File: src/logic/sbp_pkg.sv
`default_nettype none
package sbp_pkg;
  // ****************************************
  // Register map
  // ****************************************
  localparam logic [2:0] ADDR_RAMP1 = 3'h0;
  localparam logic [2:0] ADDR_COUNT1 = 3'h1;
  localparam logic [2:0] ADDR_RAMP2 = 3'h2;
  localparam logic [2:0] ADDR_COUNT2 = 3'h3;
  localparam logic [2:0] ADDR_CONFIG = 3'h4;
  localparam logic [7:0] RESET_RAMP1 = 8'h55;
  localparam logic [7:0] RESET_COUNT1 = 8'h55;
  localparam logic [7:0] RESET_RAMP2 = 8'h55;
  localparam logic [7:0] RESET_COUNT2 = 8'h00;
  localparam logic [7:0] RESET_CONFIG = 8'h00;

  typedef struct packed {
    logic [3:0] up;
    logic [3:0] down;
  } sbp_ramp_t;

  typedef struct packed {
    logic spare;
    logic [2:0] hold;
    logic [3:0] dark;
  } sbp_count_t;

  typedef struct packed {
    logic [1:0] current_range;
    logic [2:0] rsvd;
    logic slow;
    logic play;
    logic follow;
  } sbp_config_t;

  // ****************************************
  // Timing
  // ****************************************
  localparam int CLK_MHZ = 10;
  localparam int FRAME_TIME_US = 3330;
  localparam int FRAME_CYCLES = FRAME_TIME_US * CLK_MHZ;
  localparam int HOLD_UNIT_US = 106600;
  localparam logic [6:0] HOLD_UNIT_FRAMES = 7'(HOLD_UNIT_US / FRAME_TIME_US);
  localparam int DARK_UNIT_US = 320000;
  localparam logic [6:0] DARK_UNIT_FRAMES = 7'(DARK_UNIT_US / FRAME_TIME_US);
  localparam int MIN_TIME_US = 6700;
  localparam logic [11:0] MIN_FRAMES =
    12'((MIN_TIME_US + FRAME_TIME_US - 1) / FRAME_TIME_US);
  localparam int QUALIFY_US = 200;
  localparam int QUALIFY_CYCLES = QUALIFY_US * CLK_MHZ;
  localparam logic [4:0] LEVEL_FULL = 5'h1f;

  typedef enum logic [4:0] {
    ST_IDLE = 5'h01,
    ST_RISE = 5'h02,
    ST_HOLD = 5'h04,
    ST_FALL = 5'h08,
    ST_DARK = 5'h10
  } sbp_state_t;

  typedef struct packed {
    sbp_state_t state;
    logic second;
    logic [4:0] level;
    logic [3:0] step;
    logic [11:0] wait_cnt;
    sbp_ramp_t ramp1;
    sbp_count_t count1;
    sbp_ramp_t ramp2;
    sbp_count_t count2;
    sbp_config_t cfg;
  } sbp_core_t;

  typedef struct packed {
    logic [2:0] sync;
    logic level;
    logic [11:0] cnt;
    logic held;
  } sbp_filter_t;
endpackage
`default_nettype wire

File: src/logic/sbp_frame_tick.sv
`timescale 1ns/1ns
`default_nettype none
module sbp_frame_tick #(
  parameter int unsigned FRAME = 33300
) (
  input wire logic clk_sys_in,
  input wire logic rst_in,
  input wire logic ce_in,
  output logic tick_out
);
  logic [15:0] cnt;
  logic [15:0] next_cnt;

  always_comb
  begin
    next_cnt = (cnt == 16'h0000) ? 16'(FRAME - 1) : cnt - 16'h0001;
  end

  always_ff @(posedge clk_sys_in or posedge rst_in)
  begin
    if (rst_in)
      cnt <= 16'h0000;
    else if (ce_in)
      cnt <= next_cnt;
  end

  // Gated by the enable so a frozen block sees no frame pass
  assign tick_out = ce_in && (cnt == 16'h0000);
endmodule
`default_nettype wire

File: src/logic/sbp_line_filter.sv
`timescale 1ns/1ns
`default_nettype none
module sbp_line_filter #(
  parameter int unsigned QUAL = 2000
) (
  input wire logic clk_sys_in,
  input wire logic rst_in,
  input wire logic ce_in,
  input wire logic line_in,
  output logic level_out,
  output logic held_out
);
  import sbp_pkg::*;
  sbp_filter_t q;
  sbp_filter_t next_q;

  always_comb
  begin
    next_q = q;
    next_q.sync = {q.sync[1:0], line_in};
    // Second and third stages must agree before a change counts
    if (q.sync[2] == q.sync[1])
      next_q.level = q.sync[2];
    if (!q.level)
    begin
      next_q.cnt = 12'h000;
      next_q.held = 1'b0;
    end
    else if (q.cnt == 12'(QUAL - 1))
      next_q.held = 1'b1;
    else
      next_q.cnt = q.cnt + 12'h001;
  end

  always_ff @(posedge clk_sys_in or posedge rst_in)
  begin
    if (rst_in)
      q <= '0;
    else if (ce_in)
      q <= next_q;
  end

  assign level_out = q.level;
  assign held_out = q.held;
endmodule
`default_nettype wire

File: src/logic/sbp_pattern.sv
// Functional notes
// - Each ramp is 31 level steps, each held ramp count times one 3.33 ms frame.
// - A ramp count of zero jumps straight between off and full brightness.
// - Each pulse takes its rise and fall counts from its own ramp register.
// - Full brightness is held (slow+1) x hold count x 106.6 ms.
// - After a fall the LED stays dark (slow+1) x dark count x 320 ms.
// - Two pulses run with their own hold and ramp settings, split by dark gaps.
// - A hold count of zero holds the 6.7 ms floor on the first pulse and skips the second pulse.
// - The first pulse holds and stays dark for at least 6.7 ms.
// - The second pulse is skipped when its hold or dark count is zero.
// - With both second counts zero only first pulse timing is used.
// - First ramp register at address 0, reset 55, up 7:4, down 3:0.
// - First count register at address 1, reset 55, hold 6:4, dark 3:0.
// - Second count register at address 3 reset 00; second ramp at 2 reset 55.
// - Config at address 4: range 7:6, slow 2, play 1, follow 0.
// - Mode bits: none default, follow tracks the line, play repeats, both one-shot.
// - One-shot plays the first pulse after 200 us high, then repeats while high.
`timescale 1ns/1ns
`default_nettype none
module sbp_pattern #(
  parameter int unsigned FRAME_CYC = sbp_pkg::FRAME_CYCLES,
  parameter logic [7:0] CONFIG_RESET = sbp_pkg::RESET_CONFIG
) (
  input wire logic clk_sys_in,
  input wire logic rst_in,
  input wire logic ce_in,
  input wire logic ctrl_line_in,
  input wire logic reg_wr_in,
  input wire logic [2:0] reg_addr_in,
  input wire logic [7:0] reg_data_in,
  output logic [4:0] pwm_level_out,
  output logic pulse_second_out,
  output logic pattern_active_out,
  output logic [1:0] current_range_out
);
  import sbp_pkg::*;

  sbp_core_t q;
  sbp_core_t next_q;
  logic tick;
  logic ctrl_level;
  logic ctrl_held;
  sbp_ramp_t ramp;
  sbp_count_t counts;
  logic p2_enable;
  logic follow_only;
  logic play_only;
  logic one_shot;
  logic default_mode;
  logic abort;
  logic [11:0] hold_target;
  logic [11:0] dark_target;

  // ****************************************
  // Frame base and line qualifier
  // ****************************************
  sbp_frame_tick #(
    .FRAME(FRAME_CYC)
  ) u_tick (
    .clk_sys_in(clk_sys_in),
    .rst_in(rst_in),
    .ce_in(ce_in),
    .tick_out(tick)
  );

  sbp_line_filter #(
    .QUAL(QUALIFY_CYCLES)
  ) u_filter (
    .clk_sys_in(clk_sys_in),
    .rst_in(rst_in),
    .ce_in(ce_in),
    .line_in(ctrl_line_in),
    .level_out(ctrl_level),
    .held_out(ctrl_held)
  );

  // ****************************************
  // Interval decode
  // ****************************************
  function automatic logic [11:0] span(input logic [3:0] n, input logic [6:0] unit,
                                       input logic slow);
    logic [11:0] p;
    p = 12'(n) * 12'(unit);
    return slow ? {p[10:0], 1'b0} : p;
  endfunction

  always_comb
  begin
    ramp = q.second ? q.ramp2 : q.ramp1;
    counts = q.second ? q.count2 : q.count1;
    p2_enable = (q.count2.hold != 3'h0) && (q.count2.dark != 4'h0);
    follow_only = q.cfg.follow && !q.cfg.play;
    play_only = q.cfg.play && !q.cfg.follow;
    one_shot = q.cfg.play && q.cfg.follow;
    default_mode = !q.cfg.play && !q.cfg.follow;
    abort = follow_only || (default_mode && !ctrl_level);
    hold_target = span({1'b0, counts.hold}, HOLD_UNIT_FRAMES, q.cfg.slow);
    dark_target = span(counts.dark, DARK_UNIT_FRAMES, q.cfg.slow);
    if (!q.second && hold_target < MIN_FRAMES)
      hold_target = MIN_FRAMES;
    if (!q.second && dark_target < MIN_FRAMES)
      dark_target = MIN_FRAMES;
  end

  // ****************************************
  // Pattern sequencer
  // ****************************************
  always_comb
  begin
    next_q = q;
    case (q.state)
      ST_IDLE:
      begin
        next_q.level = 5'h00;
        next_q.second = 1'b0;
        if (!follow_only && ctrl_held)
        begin
          next_q.state = ST_RISE;
          next_q.step = 4'h0;
        end
      end
      ST_RISE:
      begin
        if (q.level == LEVEL_FULL)
        begin
          next_q.step = 4'h0;
          if (hold_target == 12'h000)
            next_q.state = ST_FALL;
          else
          begin
            next_q.state = ST_HOLD;
            next_q.wait_cnt = hold_target;
          end
        end
        else if (ramp.up == 4'h0)
          next_q.level = LEVEL_FULL;
        else if (tick)
        begin
          if (q.step == ramp.up - 4'h1)
          begin
            next_q.step = 4'h0;
            next_q.level = q.level + 5'h01;
          end
          else
            next_q.step = q.step + 4'h1;
        end
      end
      ST_HOLD:
      begin
        if (tick)
        begin
          if (q.wait_cnt <= 12'h001)
          begin
            next_q.state = ST_FALL;
            next_q.step = 4'h0;
          end
          else
            next_q.wait_cnt = q.wait_cnt - 12'h001;
        end
      end
      ST_FALL:
      begin
        if (q.level == 5'h00)
        begin
          next_q.state = ST_DARK;
          next_q.wait_cnt = dark_target;
        end
        else if (ramp.down == 4'h0)
          next_q.level = 5'h00;
        else if (tick)
        begin
          if (q.step == ramp.down - 4'h1)
          begin
            next_q.step = 4'h0;
            next_q.level = q.level - 5'h01;
          end
          else
            next_q.step = q.step + 4'h1;
        end
      end
      ST_DARK:
      begin
        if (tick)
        begin
          if (q.wait_cnt > 12'h001)
            next_q.wait_cnt = q.wait_cnt - 12'h001;
          else if (!q.second && p2_enable && !one_shot)
          begin
            next_q.second = 1'b1;
            next_q.state = ST_RISE;
            next_q.step = 4'h0;
          end
          else
          begin
            next_q.second = 1'b0;
            next_q.step = 4'h0;
            next_q.state = (play_only || ctrl_level) ? ST_RISE : ST_IDLE;
          end
        end
      end
      default:
        next_q.state = ST_IDLE;
    endcase

    // One-shot is left alone here so a started pulse finishes
    if (abort)
    begin
      next_q.state = ST_IDLE;
      next_q.second = 1'b0;
      next_q.level = (follow_only && ctrl_level) ? LEVEL_FULL : 5'h00;
    end

    if (reg_wr_in)
    begin
      if (reg_addr_in == ADDR_RAMP1)
        next_q.ramp1 = reg_data_in;
      else if (reg_addr_in == ADDR_COUNT1)
        next_q.count1 = reg_data_in;
      else if (reg_addr_in == ADDR_RAMP2)
        next_q.ramp2 = reg_data_in;
      else if (reg_addr_in == ADDR_COUNT2)
        next_q.count2 = reg_data_in;
      else if (reg_addr_in == ADDR_CONFIG)
        next_q.cfg = reg_data_in;
    end
  end

  always_ff @(posedge clk_sys_in or posedge rst_in)
  begin
    if (rst_in)
    begin
      q <= '0;
      q.state <= ST_IDLE;
      q.ramp1 <= RESET_RAMP1;
      q.count1 <= RESET_COUNT1;
      q.ramp2 <= RESET_RAMP2;
      q.count2 <= RESET_COUNT2;
      q.cfg <= CONFIG_RESET;
    end
    else if (ce_in)
      q <= next_q;
  end

  assign pwm_level_out = q.level;
  assign pulse_second_out = q.second;
  assign pattern_active_out = (q.state != ST_IDLE);
  assign current_range_out = q.cfg.current_range;
endmodule
`default_nettype wire

File: config.mk
export PLATFORM = sky130hd
export DESIGN_NAME = sbp_pattern
export DESIGN_NICKNAME = d
export VERILOG_FILES = /design/src/logic/sbp_pkg.sv /design/src/logic/sbp_frame_tick.sv /design/src/logic/sbp_line_filter.sv /design/src/logic/sbp_pattern.sv
export SDC_FILE = /design/constraint.sdc
export NUM_CORES = 1
export LEC_CHECK = 0
export ABC_AREA = 1
export BUFFER_PORTS_ARGS = -buffer_cell sky130_fd_sc_hd__buf_2
export CAP_MARGIN = 20
export CORE_MARGIN = 1.5
export CORE_UTILIZATION = 63
export DETAILED_ROUTE_END_ITERATION = 7
export PLACE_DENSITY = 0.86
export SETUP_SLACK_MARGIN = 0.4
export SLEW_MARGIN = 20
export SYNTH_ARGS = -nofsm -noshare
export SYNTH_HDL_FRONTEND = slang
export SYNTH_SLANG_ARGS = --single-unit
File: constraint.sdc
create_clock -name clk_sys_in -period 3.58 [get_ports clk_sys_in]
set_input_delay 0.716 -clock clk_sys_in [delete_from_list [all_inputs] [get_ports clk_sys_in]]
set_output_delay 0.716 -clock clk_sys_in [all_outputs]
set_load 0.01 [all_outputs]
==> impl_results.md, run 1 <==
- Outcome: complete, no violations
- Max incr delay on CP: 0.45 ns
- N_diodes: 0
- Layout net count: ~1000
- CTS Sinks: 95
- Die width: 104 um
- Layout fillers: ~900
- Post-synth EDFFs: 0
- CP startpoint kind: flip-flop
- CP startpoint: pulse_second_out
- R2R Path Start: pulse_second_out
- Area of the multi-input gates: approximately 3400 um^2
- Synth Instances: 926
- Part of the cycle the worst path needs: 75.5%
- Post-synthesis net count: 961
- Final Skew: 0.0153 ns
- Crit path time final: ~2.7 ns
- Tot Pwr: around 3.6 mW
- Post-CTS Setup Inserts: 0
- Hold Path Class: in -> async
- Die area: around 11000 um^2
- Drt via density: approximately 5.4
- Peak supply drop: approximately 290 uV
- Port Buffers: 24
- # setup viols final: 0
- Max-slew headroom: 50.5%
- Lkg Pwr: 3.46 nW
- Initial antenna violation count: 0
- Root Driver: clkbuf_8
- Crit path DAT: ~3.0 ns
- Crit end category: flip-flop
- Final Hold Fails: 0
- Met3 Track Usage GR: 2.52%
- Final Slew Violations: 0
- Crit path required time: 3.90 ns
- Grt ovf: 0
- Grt met1 use: between 30% and 40%
- Setup tns final: 0 ns
- GR Util met2: a little over two fifths
- Cell Area, Synth: 6390 um^2
- GP Congestion: ~0.96
- Slew @ Worst Pin: approximately 0.74 ns
- # DRC: 0
- Detailed Routing Iterations Pass 1: 5
- Clock Path Buffers: 2
- Yosys warning total: 0
- Post-route antenna net violation count: 0
- CP max-delay cell: fa_1
- Cell mode on critical path: nand2_1
- CORE AREA: a little under 10000 um^2
- Vias in the first global route: 5336
- Synth area leaders: dfrtp_1 32%, nand2_1 18%, inv_1 6.6%, nand3_1 5.9%, o21ai_0 5.4%
- Biggest area consumer among synthesized cells: dfrtp_1
- Total GRT Usage: between 20 and 30%
- Largest net degree at the start of global routing: 58
- CTS tree: built
- Max-cap viol count: 0
- Worst-path fanout max: 21
- Clock H-tree levels: 3
- CTS buffer count: 9
- Avg WL per Cell: 12.8 um
- Post-synthesis sequential area ratio: ~37%
- WS Path Type: reg -> reg
- Syn-to-layout area delta: 5.17%
- Routed via count: slightly below 6000
- Row cnt: 36
- Resize count post-CTS: 0
- FF/Latch Area: 2390 um^2
- FF-to-FF setup slack: slightly below 0.9 ns
- WHS: 0.448 ns
- CTS Hold Bufs: 0
- Ports: 25
- Power density cells: roughly 530 nW/um^2
- Die Y: approximately 100 um
- Unrepaired setup endpoints after global routing: false
- Area share of the largest cell type after synthesis: between 30% and 40%
- Most common flop cell mapped by yosys: dfrtp_1
- Cell family with most CP delay: adder cells
- Share of layout cells above drive strength 1: between 10% and 20%
- Ys async rst share: between 90% and 100%
- Clock-pin transition on the worst setup and hold timing paths: roughly 0.1 ns
- Clock latency on the worst-skew pair: approximately 0.38 ns
- DP HPWL: roughly 10 mm
- Busiest grt layer: met2
- First-pass GRT wire length: 24.0 mm
- Library cells used by synthesis: 40
- Mean Syn Cell Area: about 6.9 um^2
- CP Buf/Inv Count: 3
- Crit path cell chain: buf_4 > inv_2 > nand2_1 > o21ai_0 > inv_1 > ha_1 > fa_1 > o21ai_0 > nand3_1 > nor2_1 > o2111ai_1 > nand3_1 > nand2_1 > nand2_1
- Yosys reg bits: 95
- FMAX: 0.370 GHz
- Total wire length: ~14 mm
- Starting density of the core: around two thirds
- Initial DRC count: roughly 340
## worst paths after layout
path,endpoint,cells after the start
worst max-delay path,q[40],14
worst min-delay path,u_filter.q[12],2
worst max register to register,q[40],14
worst min register to register,u_tick.cnt[11],1
max in group asynchronous,q[22],3
min in group clk_sys_in,u_tick.cnt[11],1
## stage by stage
stage	util, %	std cells	cell area [um^2]	setup WS, ns
after floorplan	-	926	6390	0.408
after global placement	66.4	1058	6520	1.03
after detailed placement	66.4	1058	6520	0.954
after CTS	68.4	1074	6720	0.914
after global routing	68.4	1074	6720	0.670
final	68.4	1074	6720	0.878
## per-layer routing
| layer | wire length, um | up-vias |
|---|---|---|
| met4 | 352 | 0 |
| met1 | 6600 | 2667 |
| met3 | 588 | 28 |
| met5 | 0 | - |
| li1 | - | 2979 |
| met2 | 6230 | 150 |
## state kept, by name, indices dropped and copies added, names as in the netlist
signal	flops
u_filter.q	13
u_filter.held_out	1
u_filter.level_out	1
pwm_level_out	5
u_filter.next_q	2
pulse_second_out	1
q	54
u_tick.cnt	16
current_range_out	2
## synthesized netlist by cell type (4+ instances only)
cell type and instances:
o21ai_1 4, nand3_1 75, inv_2 6, nor2_4 6, nand2_2 6, or2_2 7, xnor2_1 5, nor2_2 11
buf_4 9, xor2_1 9, nand3_2 5, ha_1 18, o211ai_1 4, buf_2 7, dfstp_2 13, buf_6 4
dfrtp_1 82, nor4_1 4, nor2_1 70, nand4_1 26, clkbuf_1 8, o21ai_2 6, nor3_1 17, a21oi_1 21
nand2_1 307, inv_1 112, o21ai_0 69
## layout make-up
cell class	instances	share of cell area (%)
clock buffer	10	1.90
clock inverter	6	1.02
inverter	119	6.69
multi-input combinational	684	50.1
sequential	95	35.6
tap	133	2.48
timing repair buffer	27	2.12
## placed cells by master, fill, tap and decap left out, types with 7 or more instances in the layout
cell / Yosys / layout
nor2_1: 70 / 70
inv_1: 112 / 111
nand2_1: 307 / 307
xor2_1: 9 / 9
nand4_1: 26 / 26
nor3_1: 17 / 17
nor2_2: 11 / 11
ha_1: 18 / 18
or2_2: 7 / 7
clkbuf_8: 0 / 9
a21oi_1: 21 / 21
nand3_1: 75 / 75
buf_2: 7 / 24
dfstp_2: 13 / 13
dfrtp_1: 82 / 82
o21ai_0: 69 / 69
## report_power, final
group | switching (mW) | total (mW) | internal [mW]
Clock | 0.400 | 0.728 | 0.328
Combinational | 0.858 | 1.33 | 0.471
Sequential | 0.211 | 1.52 | 1.31
## kinds of logic (layout without fill, tap and decap cells)
group | Yosys count | in the layout | synth area share (%)
and+or+nand+nor | 540 | 540 | 37.3
AOI/OAI and AO/OA | 111 | 111 | 9.66
xor gates and xnor gates | 14 | 14 | 1.92
DFF | 95 | 95 | 37.5
adders and majority gates | 19 | 19 | 3.84
buffers and inverters | 147 | 162 | 9.78
Note: power is estimated with default switching activity, not from simulation.
==> run 2, diff against run 1 <==
Clock period 3.58 ns to 2.72 ns, I/O delays scaled along.
==> impl_results.md, run 2 (synthesis gave the netlist of run 1 again) <==
- Outcome: complete, no violations
- Starting density of the core: between 60% and 70%
- Clock-pin transition on the worst setup and hold timing paths: roughly 0.1 ns
- Vias in the first global route: 5129
- Root Driver: clkbuf_8
- # setup viols final: 0
- Peak supply drop: 537 uV
- # DRC: 0
- Placed insts: around 1100
- Lkg Pwr: ~3.5 nW
- Total GRT Usage: 26.7%
- DP HPWL: 10.3 mm
- Final Hold Fails: 0
- Crit path time final: around 2.2 ns
- R2R Path Start: pulse_second_out
- Commonest non-fill, non-tap cells in the layout: 301 x nand2_1, 110 x inv_1, 81 x dfrtp_1
- Share of layout cells above drive strength 1: between 10% and 20%
- Die Y: between 100 and 150 um
- Worst Reg-to-Reg Cells: 13
- Crit path DAT: 2.55 ns
- Setup tns final: 0 ns
- Clock H-tree levels: 3
- Switching Share: ~41%
- Comb pwr share: a little under two fifths
- Syn-to-layout area delta: 7.74%
- Top layer in use: met4
- Clock Path Buffers: 2
- Die width: just over 100 um
- CP startpoint kind: flip-flop
- Initial antenna violation count: 0
- Avg WL per Cell: approximately 13 um
- CTS tree: built
- Area of the multi-input gates: ~3400 um^2
- Total wire length: roughly 14 mm
- CP startpoint: pulse_second_out
- Crit end category: flip-flop
- Clock latency on the worst-skew pair: about 0.36 ns
- Worst-path fanout max: 7
- Hold Path Class: in -> async
- FF/Latch Area: about 2400 um^2
- Initial DRC count: 393
- CTS Sinks: 95
- FMAX: roughly 0.45 GHz
- First-pass GRT wire length: 23.7 mm
- Part of the cycle the worst path needs: 82.4%
- Met3 wire length: between 700 and 800 um
- Clock Power Share: about a fifth
- FF-to-FF setup slack: about 0.48 ns
- Unrepaired setup endpoints after global routing: true
- GP Congestion: about 0.91
- Die area: roughly 11000 um^2
- Power density cells: around 700 nW/um^2
- Wl on met1: approximately 6.7 mm
- Routed via count: 5873
- WS Path Type: reg -> reg
- Final Skew: 0.0147 ns
- CTS buffer count: 9
- Commonest non-fill, non-tap cell in the layout: nand2_1
- Regs by FF count: q (54), u_tick.cnt (16), u_filter.q (13)
- N_diodes: 0
- Drt via density: around 5.4
- Ports: 25
- Internal: 2.81 mW
- CORE AREA: 9820 um^2
- Max-slew headroom: between 50 and 60%
- Max-cap viol count: 0
- Met2 Routed Length: around 6.4 mm
- Crit path required time: slightly above 3 ns
- Non-Filler Instances: 1083
- Final Slew Violations: 0
- Row cnt: 36
- Port Buffers: 24
- Largest register FFs: 54
- Grt ovf: 0
- Sequential Power Share: a little over two fifths
- Layout fillers: approximately 850
- Sw power: ~2.0 mW
- Post-route antenna net violation count: 0
- Most flop-heavy register: q
- Detailed Routing Iterations Pass 1: 5
- Layout net count: about 1000
- Largest net degree at the start of global routing: 46
- Slew @ Worst Pin: 0.700 ns
- Reg-to-Reg End: q[40]
run 2: cell count changes in the layout (fill, tap and decap cells not counted), sizes merged:
| cell | before | now |
|---|---|---|
| buf | 27 | 36 |
| clkinv | 3 | 2 |
| clkinvlp | 1 | 3 |
| inv | 120 | 119 |
run 2: timing repair:
action	in CTS	in global routing
hold buffers	0	0
gates resized for setup	2	22
setup endpoints to repair	7	20
pin swaps	0	7
setup buffers	0	7
run 2: critical path, stage by stage (launching register included):
cell and delay [ns]:
dfrtp_2 0.47, inv_4 0.11, nand2_2 0.06, o21ai_2 0.06, inv_2 0.07, ha_4 0.16, fa_2 0.46, o21ai_1 0.20
nand3_1 0.11, nor2_1 0.13, o2111ai_2 0.13, nand3_1 0.12, nand2_1 0.06, nand2_1 0.06
run 2: layout make-up:
class,instances,area share [%]
Inverter,119,6.58
Timing Repair Buffer,36,3.40
Clock inverter,6,0.982
Sequential cell,95,34.8
Tap cell,133,2.42
Clock buffer,10,1.85
Multi-Input combinational cell,684,50.0
run 2: how the worst max path moves through the flow:
stage | endpoint | cells past startpoint
detailed placement | pwm_level_out[2] | 14
floorplan | q[40] | 13
global route | pwm_level_out[0] | 14
finish | q[40] | 13
global placement | pwm_level_out[2] | 14
CTS | pwm_level_out[2] | 14
run 2: through the flow:
step / util, % / worst slack [ns] / total power [mW] / hold slack (ns) / cell area [um^2]
CTS: 68.8 / 0.398 / 4.71 / 0.270 / 6750
floorplan: - / 0.437 / 3.37 / 0.442 / 6390
global route: 70.1 / 0.346 / 5.14 / 0.309 / 6880
finish: 70.1 / 0.479 / 4.76 / 0.270 / 6880
global placement: 66.7 / 0.455 / 3.69 / 0.454 / 6550
detailed placement: 66.7 / 0.382 / 3.75 / 0.459 / 6550
run 2: power by group through the flow:
stage	combinational, mW	clock [mW]	sequential, mW
2_1_floorplan	1.43	0	1.95
3_3_place_gp	1.67	0	2.02
3_5_place_dp	1.72	0	2.03
4_1_cts	1.75	0.958	2.01
5_1_grt	2.07	1.01	2.05
6_report	1.81	0.945	2.01
run 2: routing by layer:
layer,vias to the layer above,GRT usage (%)
met2,199,41.6
met5,-,0
met3,22,3.34
met4,0,8.04
met1,2655,39.3
li1,2997,-
==> run 3, diff against run 2 <==
Settings changed: ABC_AREA 1 to 0, CORE_UTILIZATION 63 to 62, PLACE_DENSITY 0.86 to 0.85.
Clock period 2.72 ns to 2.3 ns, I/O delays scaled along.
==> impl_results.md, run 3 <==
- Avg WL per Cell: ~30 um
- Clock Path Buffers: 2
- Max-slew headroom: between 40% and 50%
- Hold Path Class: in -> async
- N_diodes: 0
- Non-Filler Instances: between 800 and 900
- FF-to-FF setup slack: -0.70 ns
- Post-synthesis sequential area ratio: between 40% and 50%
- Synth Instances: 598
- Routed via count: 6540
- Die width: roughly 100 um
- Area share of the largest cell type after synthesis: between 30% and 40%
- Total wire length: about 26 mm
- Biggest area consumer among synthesized cells: dfrtp_1
- Worst-path fanout max: 3
- CTS Hold Bufs: 0
- Library cells used by synthesis: 63
- Most common flop cell mapped by yosys: dfrtp_1
- Placed insts: about 780
- Final Slew Violations: 0
- CTS tree: built
- Lkg Pwr: roughly 3.5 nW
- Regs by FF count: q (54), u_tick.cnt (16), u_filter.q (13)
- Mean Syn Cell Area: 9.60 um^2
- CP max-delay cell: dfrtp_2
- Layout fillers: ~270
- CP startpoint kind: flip-flop
- Post-route antenna net violation count: 0
- Grt ovf: 0
- Outcome: finished, violations left
- GP Congestion: 0.956
- Largest net degree at the start of global routing: 96
- Cell Area, Placed: roughly 6600 um^2
- CORE AREA: 8850 um^2
- Vias in the first global route: approximately 6000
- Initial antenna violation count: 0
- Busiest grt layer: met2
- Ys async rst share: 100%
- Commonest non-fill, non-tap cell in the layout: buf_4
- Min setup slack post-route: -0.705 ns
- Count leader, synth: dfrtp_1
- Commonest non-fill, non-tap cells in the layout: 105 x buf_4, 79 x dfrtp_1, 50 x nand2_1
- Yosys warning total: 0
- Unrepaired setup endpoints after global routing: true
- Initial DRC count: 1142
- Final Hold Fails: 0
- Port Buffers: 24
- WHS: between 0.2 and 0.25 ns
- Top post-synthesis cells by count: 82 x dfrtp_1, 56 x nand2_1, 44 x mux2_2
- DP HPWL: between 10 and 15 mm
- Post-synthesis net count: between 600 and 700
- Power density cells: 1040 nW/um^2
- Cell Area, Synth: between 5000 and 6000 um^2
- Slew @ Worst Pin: ~0.76 ns
- Syn-to-layout area delta: 40.7%
- Grt met1 use: a little under half
- Post-Place Setup Slack: -0.619 ns
- FF/Latch Area: 2400 um^2
- Area of the multi-input gates: slightly below 4000 um^2
- Largest register FFs: 54
- Row cnt: 34
- First-pass GRT wire length: roughly 30 mm
- Crit path required time: around 2.6 ns
- Drt via density: ~7.7
- Post-synth EDFFs: 0
- Detailed Routing Iterations Pass 1: 8
- # setup viols final: 26
- Crit path time final: about 3 ns
- Part of the cycle the worst path needs: 131%
- Most flop-heavy register: q
- CTS buffer count: 9
- Ports: 25
- CTS Sinks: 95
- Crit end category: flip-flop
- Layout net count: roughly 770
- Total GRT Usage: between 30% and 40%
- Peak supply drop: 821 uV
- Starting density of the core: ~65%
- # DRC: 75
- Final Skew: approximately 0.019 ns
- Synth area leaders: dfrtp_1 36%, mux2_2 8.6%, dfstp_2 6.0%, ha_1 3.9%, nand2_1 3.7%
- Failing checks: design-rule violations, negative setup slack
- Die Y: a little under 100 um
- Design Area, Final: just over 8000 um^2
- GR Util met2: ~65%
- Clock-pin transition on the worst setup and hold timing paths: 0.11 ns
- Max-cap viol count: 0
- FMAX: around 0.33 GHz
- Clock latency on the worst-skew pair: approximately 0.4 ns
- Yosys reg bits: 95
- Share of layout cells above drive strength 1: 48.9%
- Clock H-tree levels: 3
- Max incr delay on CP: between 0.4 and 0.5 ns
- Die area: about 10000 um^2
- Met3 Track Usage GR: 8.64%
- Root Driver: clkbuf_8
- Crit path DAT: 3.29 ns
- Crit path cell chain: buf_4 > buf_6 > mux2_4 > ha_4 > fa_2 > or4_4 > nor3_4 > a21o_1 > o221ai_2 > a22o_1
- WS Path Type: reg -> reg
==> run 3: layer usage <==
metal  part of all wire (%)  vias to the layer above
li1                       -                     2425
met1                     31                     2938
met2                     43                      842
met3                     15                      335
met4                     11                        0
met5                      0                        -
==> run 3: logic make-up after synthesis <==
kind of cell,after synthesis,synth area share (%)
and+or+nand+nor,212,18.9
adders and majority gates,19,4.27
buffers and inverters,52,4.05
AOI/OAI and AO/OA,128,14.2
xor gates and xnor gates,31,4.73
DFF,95,41.7
muxes,61,12.1
==> run 3: layout make-up <==
class / instances / area share (%)
flip-flops and latches: 95 / 29.7
clock buffers: 11 / 1.87
multi-input cells: 451 / 49.2
repair buffers: 158 / 15.7
well taps: 108 / 1.67
inverters: 23 / 1.15
clock inverters: 5 / 0.774
==> run 3: final timing paths <==
| check | from | to | cells past startpoint |
|---|---|---|---|
| max in group asynchronous | rst_in | pulse_second_out | 3 |
| setup reg to reg | pulse_second_out | q[47] | 10 |
| hold reg to reg | current_range_out[1] | current_range_out[1] | 1 |
| setup / recovery | pulse_second_out | q[47] | 10 |
| hold / removal | rst_in | u_tick.cnt[10] | 3 |
| min in group clk_sys_in | ctrl_line_in | u_filter.next_q[15] | 2 |
==> run 3: worst max-delay path: cells and delay by family (launching register included) <==
| family | cells | cell delay (ns) |
|---|---|---|
| AOI/OAI and AO/OA | 3 | 0.56 |
| adders and majority gates | 2 | 0.63 |
| buffers and inverters | 2 | 0.28 |
| DFF | 1 | 0.45 |
| muxes | 1 | 0.32 |
| and+or+nand+nor | 2 | 0.66 |
==> run 3: timing repair <==
item	4_1_cts	5_1_grt
gates resized for setup	57	120
hold endpoints to repair	0	0
buffers inserted	20	31
pin swaps	27	44
setup endpoints to repair	31	45
gates cloned	1	1
==> run 3: through the flow <==
stage               util, %  power, mW  TNS, ns
floorplan                 -       4.24    -6.75
global placement       75.0       5.01    -4.17
detailed placement     75.0       5.22    -6.65
CTS                    82.4       6.86    -5.88
global route           91.3       8.52   -12.12
finish                 91.3       8.38   -11.94
==> run 3: power by group <==
part / switching, mW / internal (mW) / total [mW]
sequential: 0.666 / 2.11 / 2.77
clock: 0.689 / 0.571 / 1.26
combinational: 2.37 / 1.98 / 4.35
total: 3.72 / 4.66 / 8.38
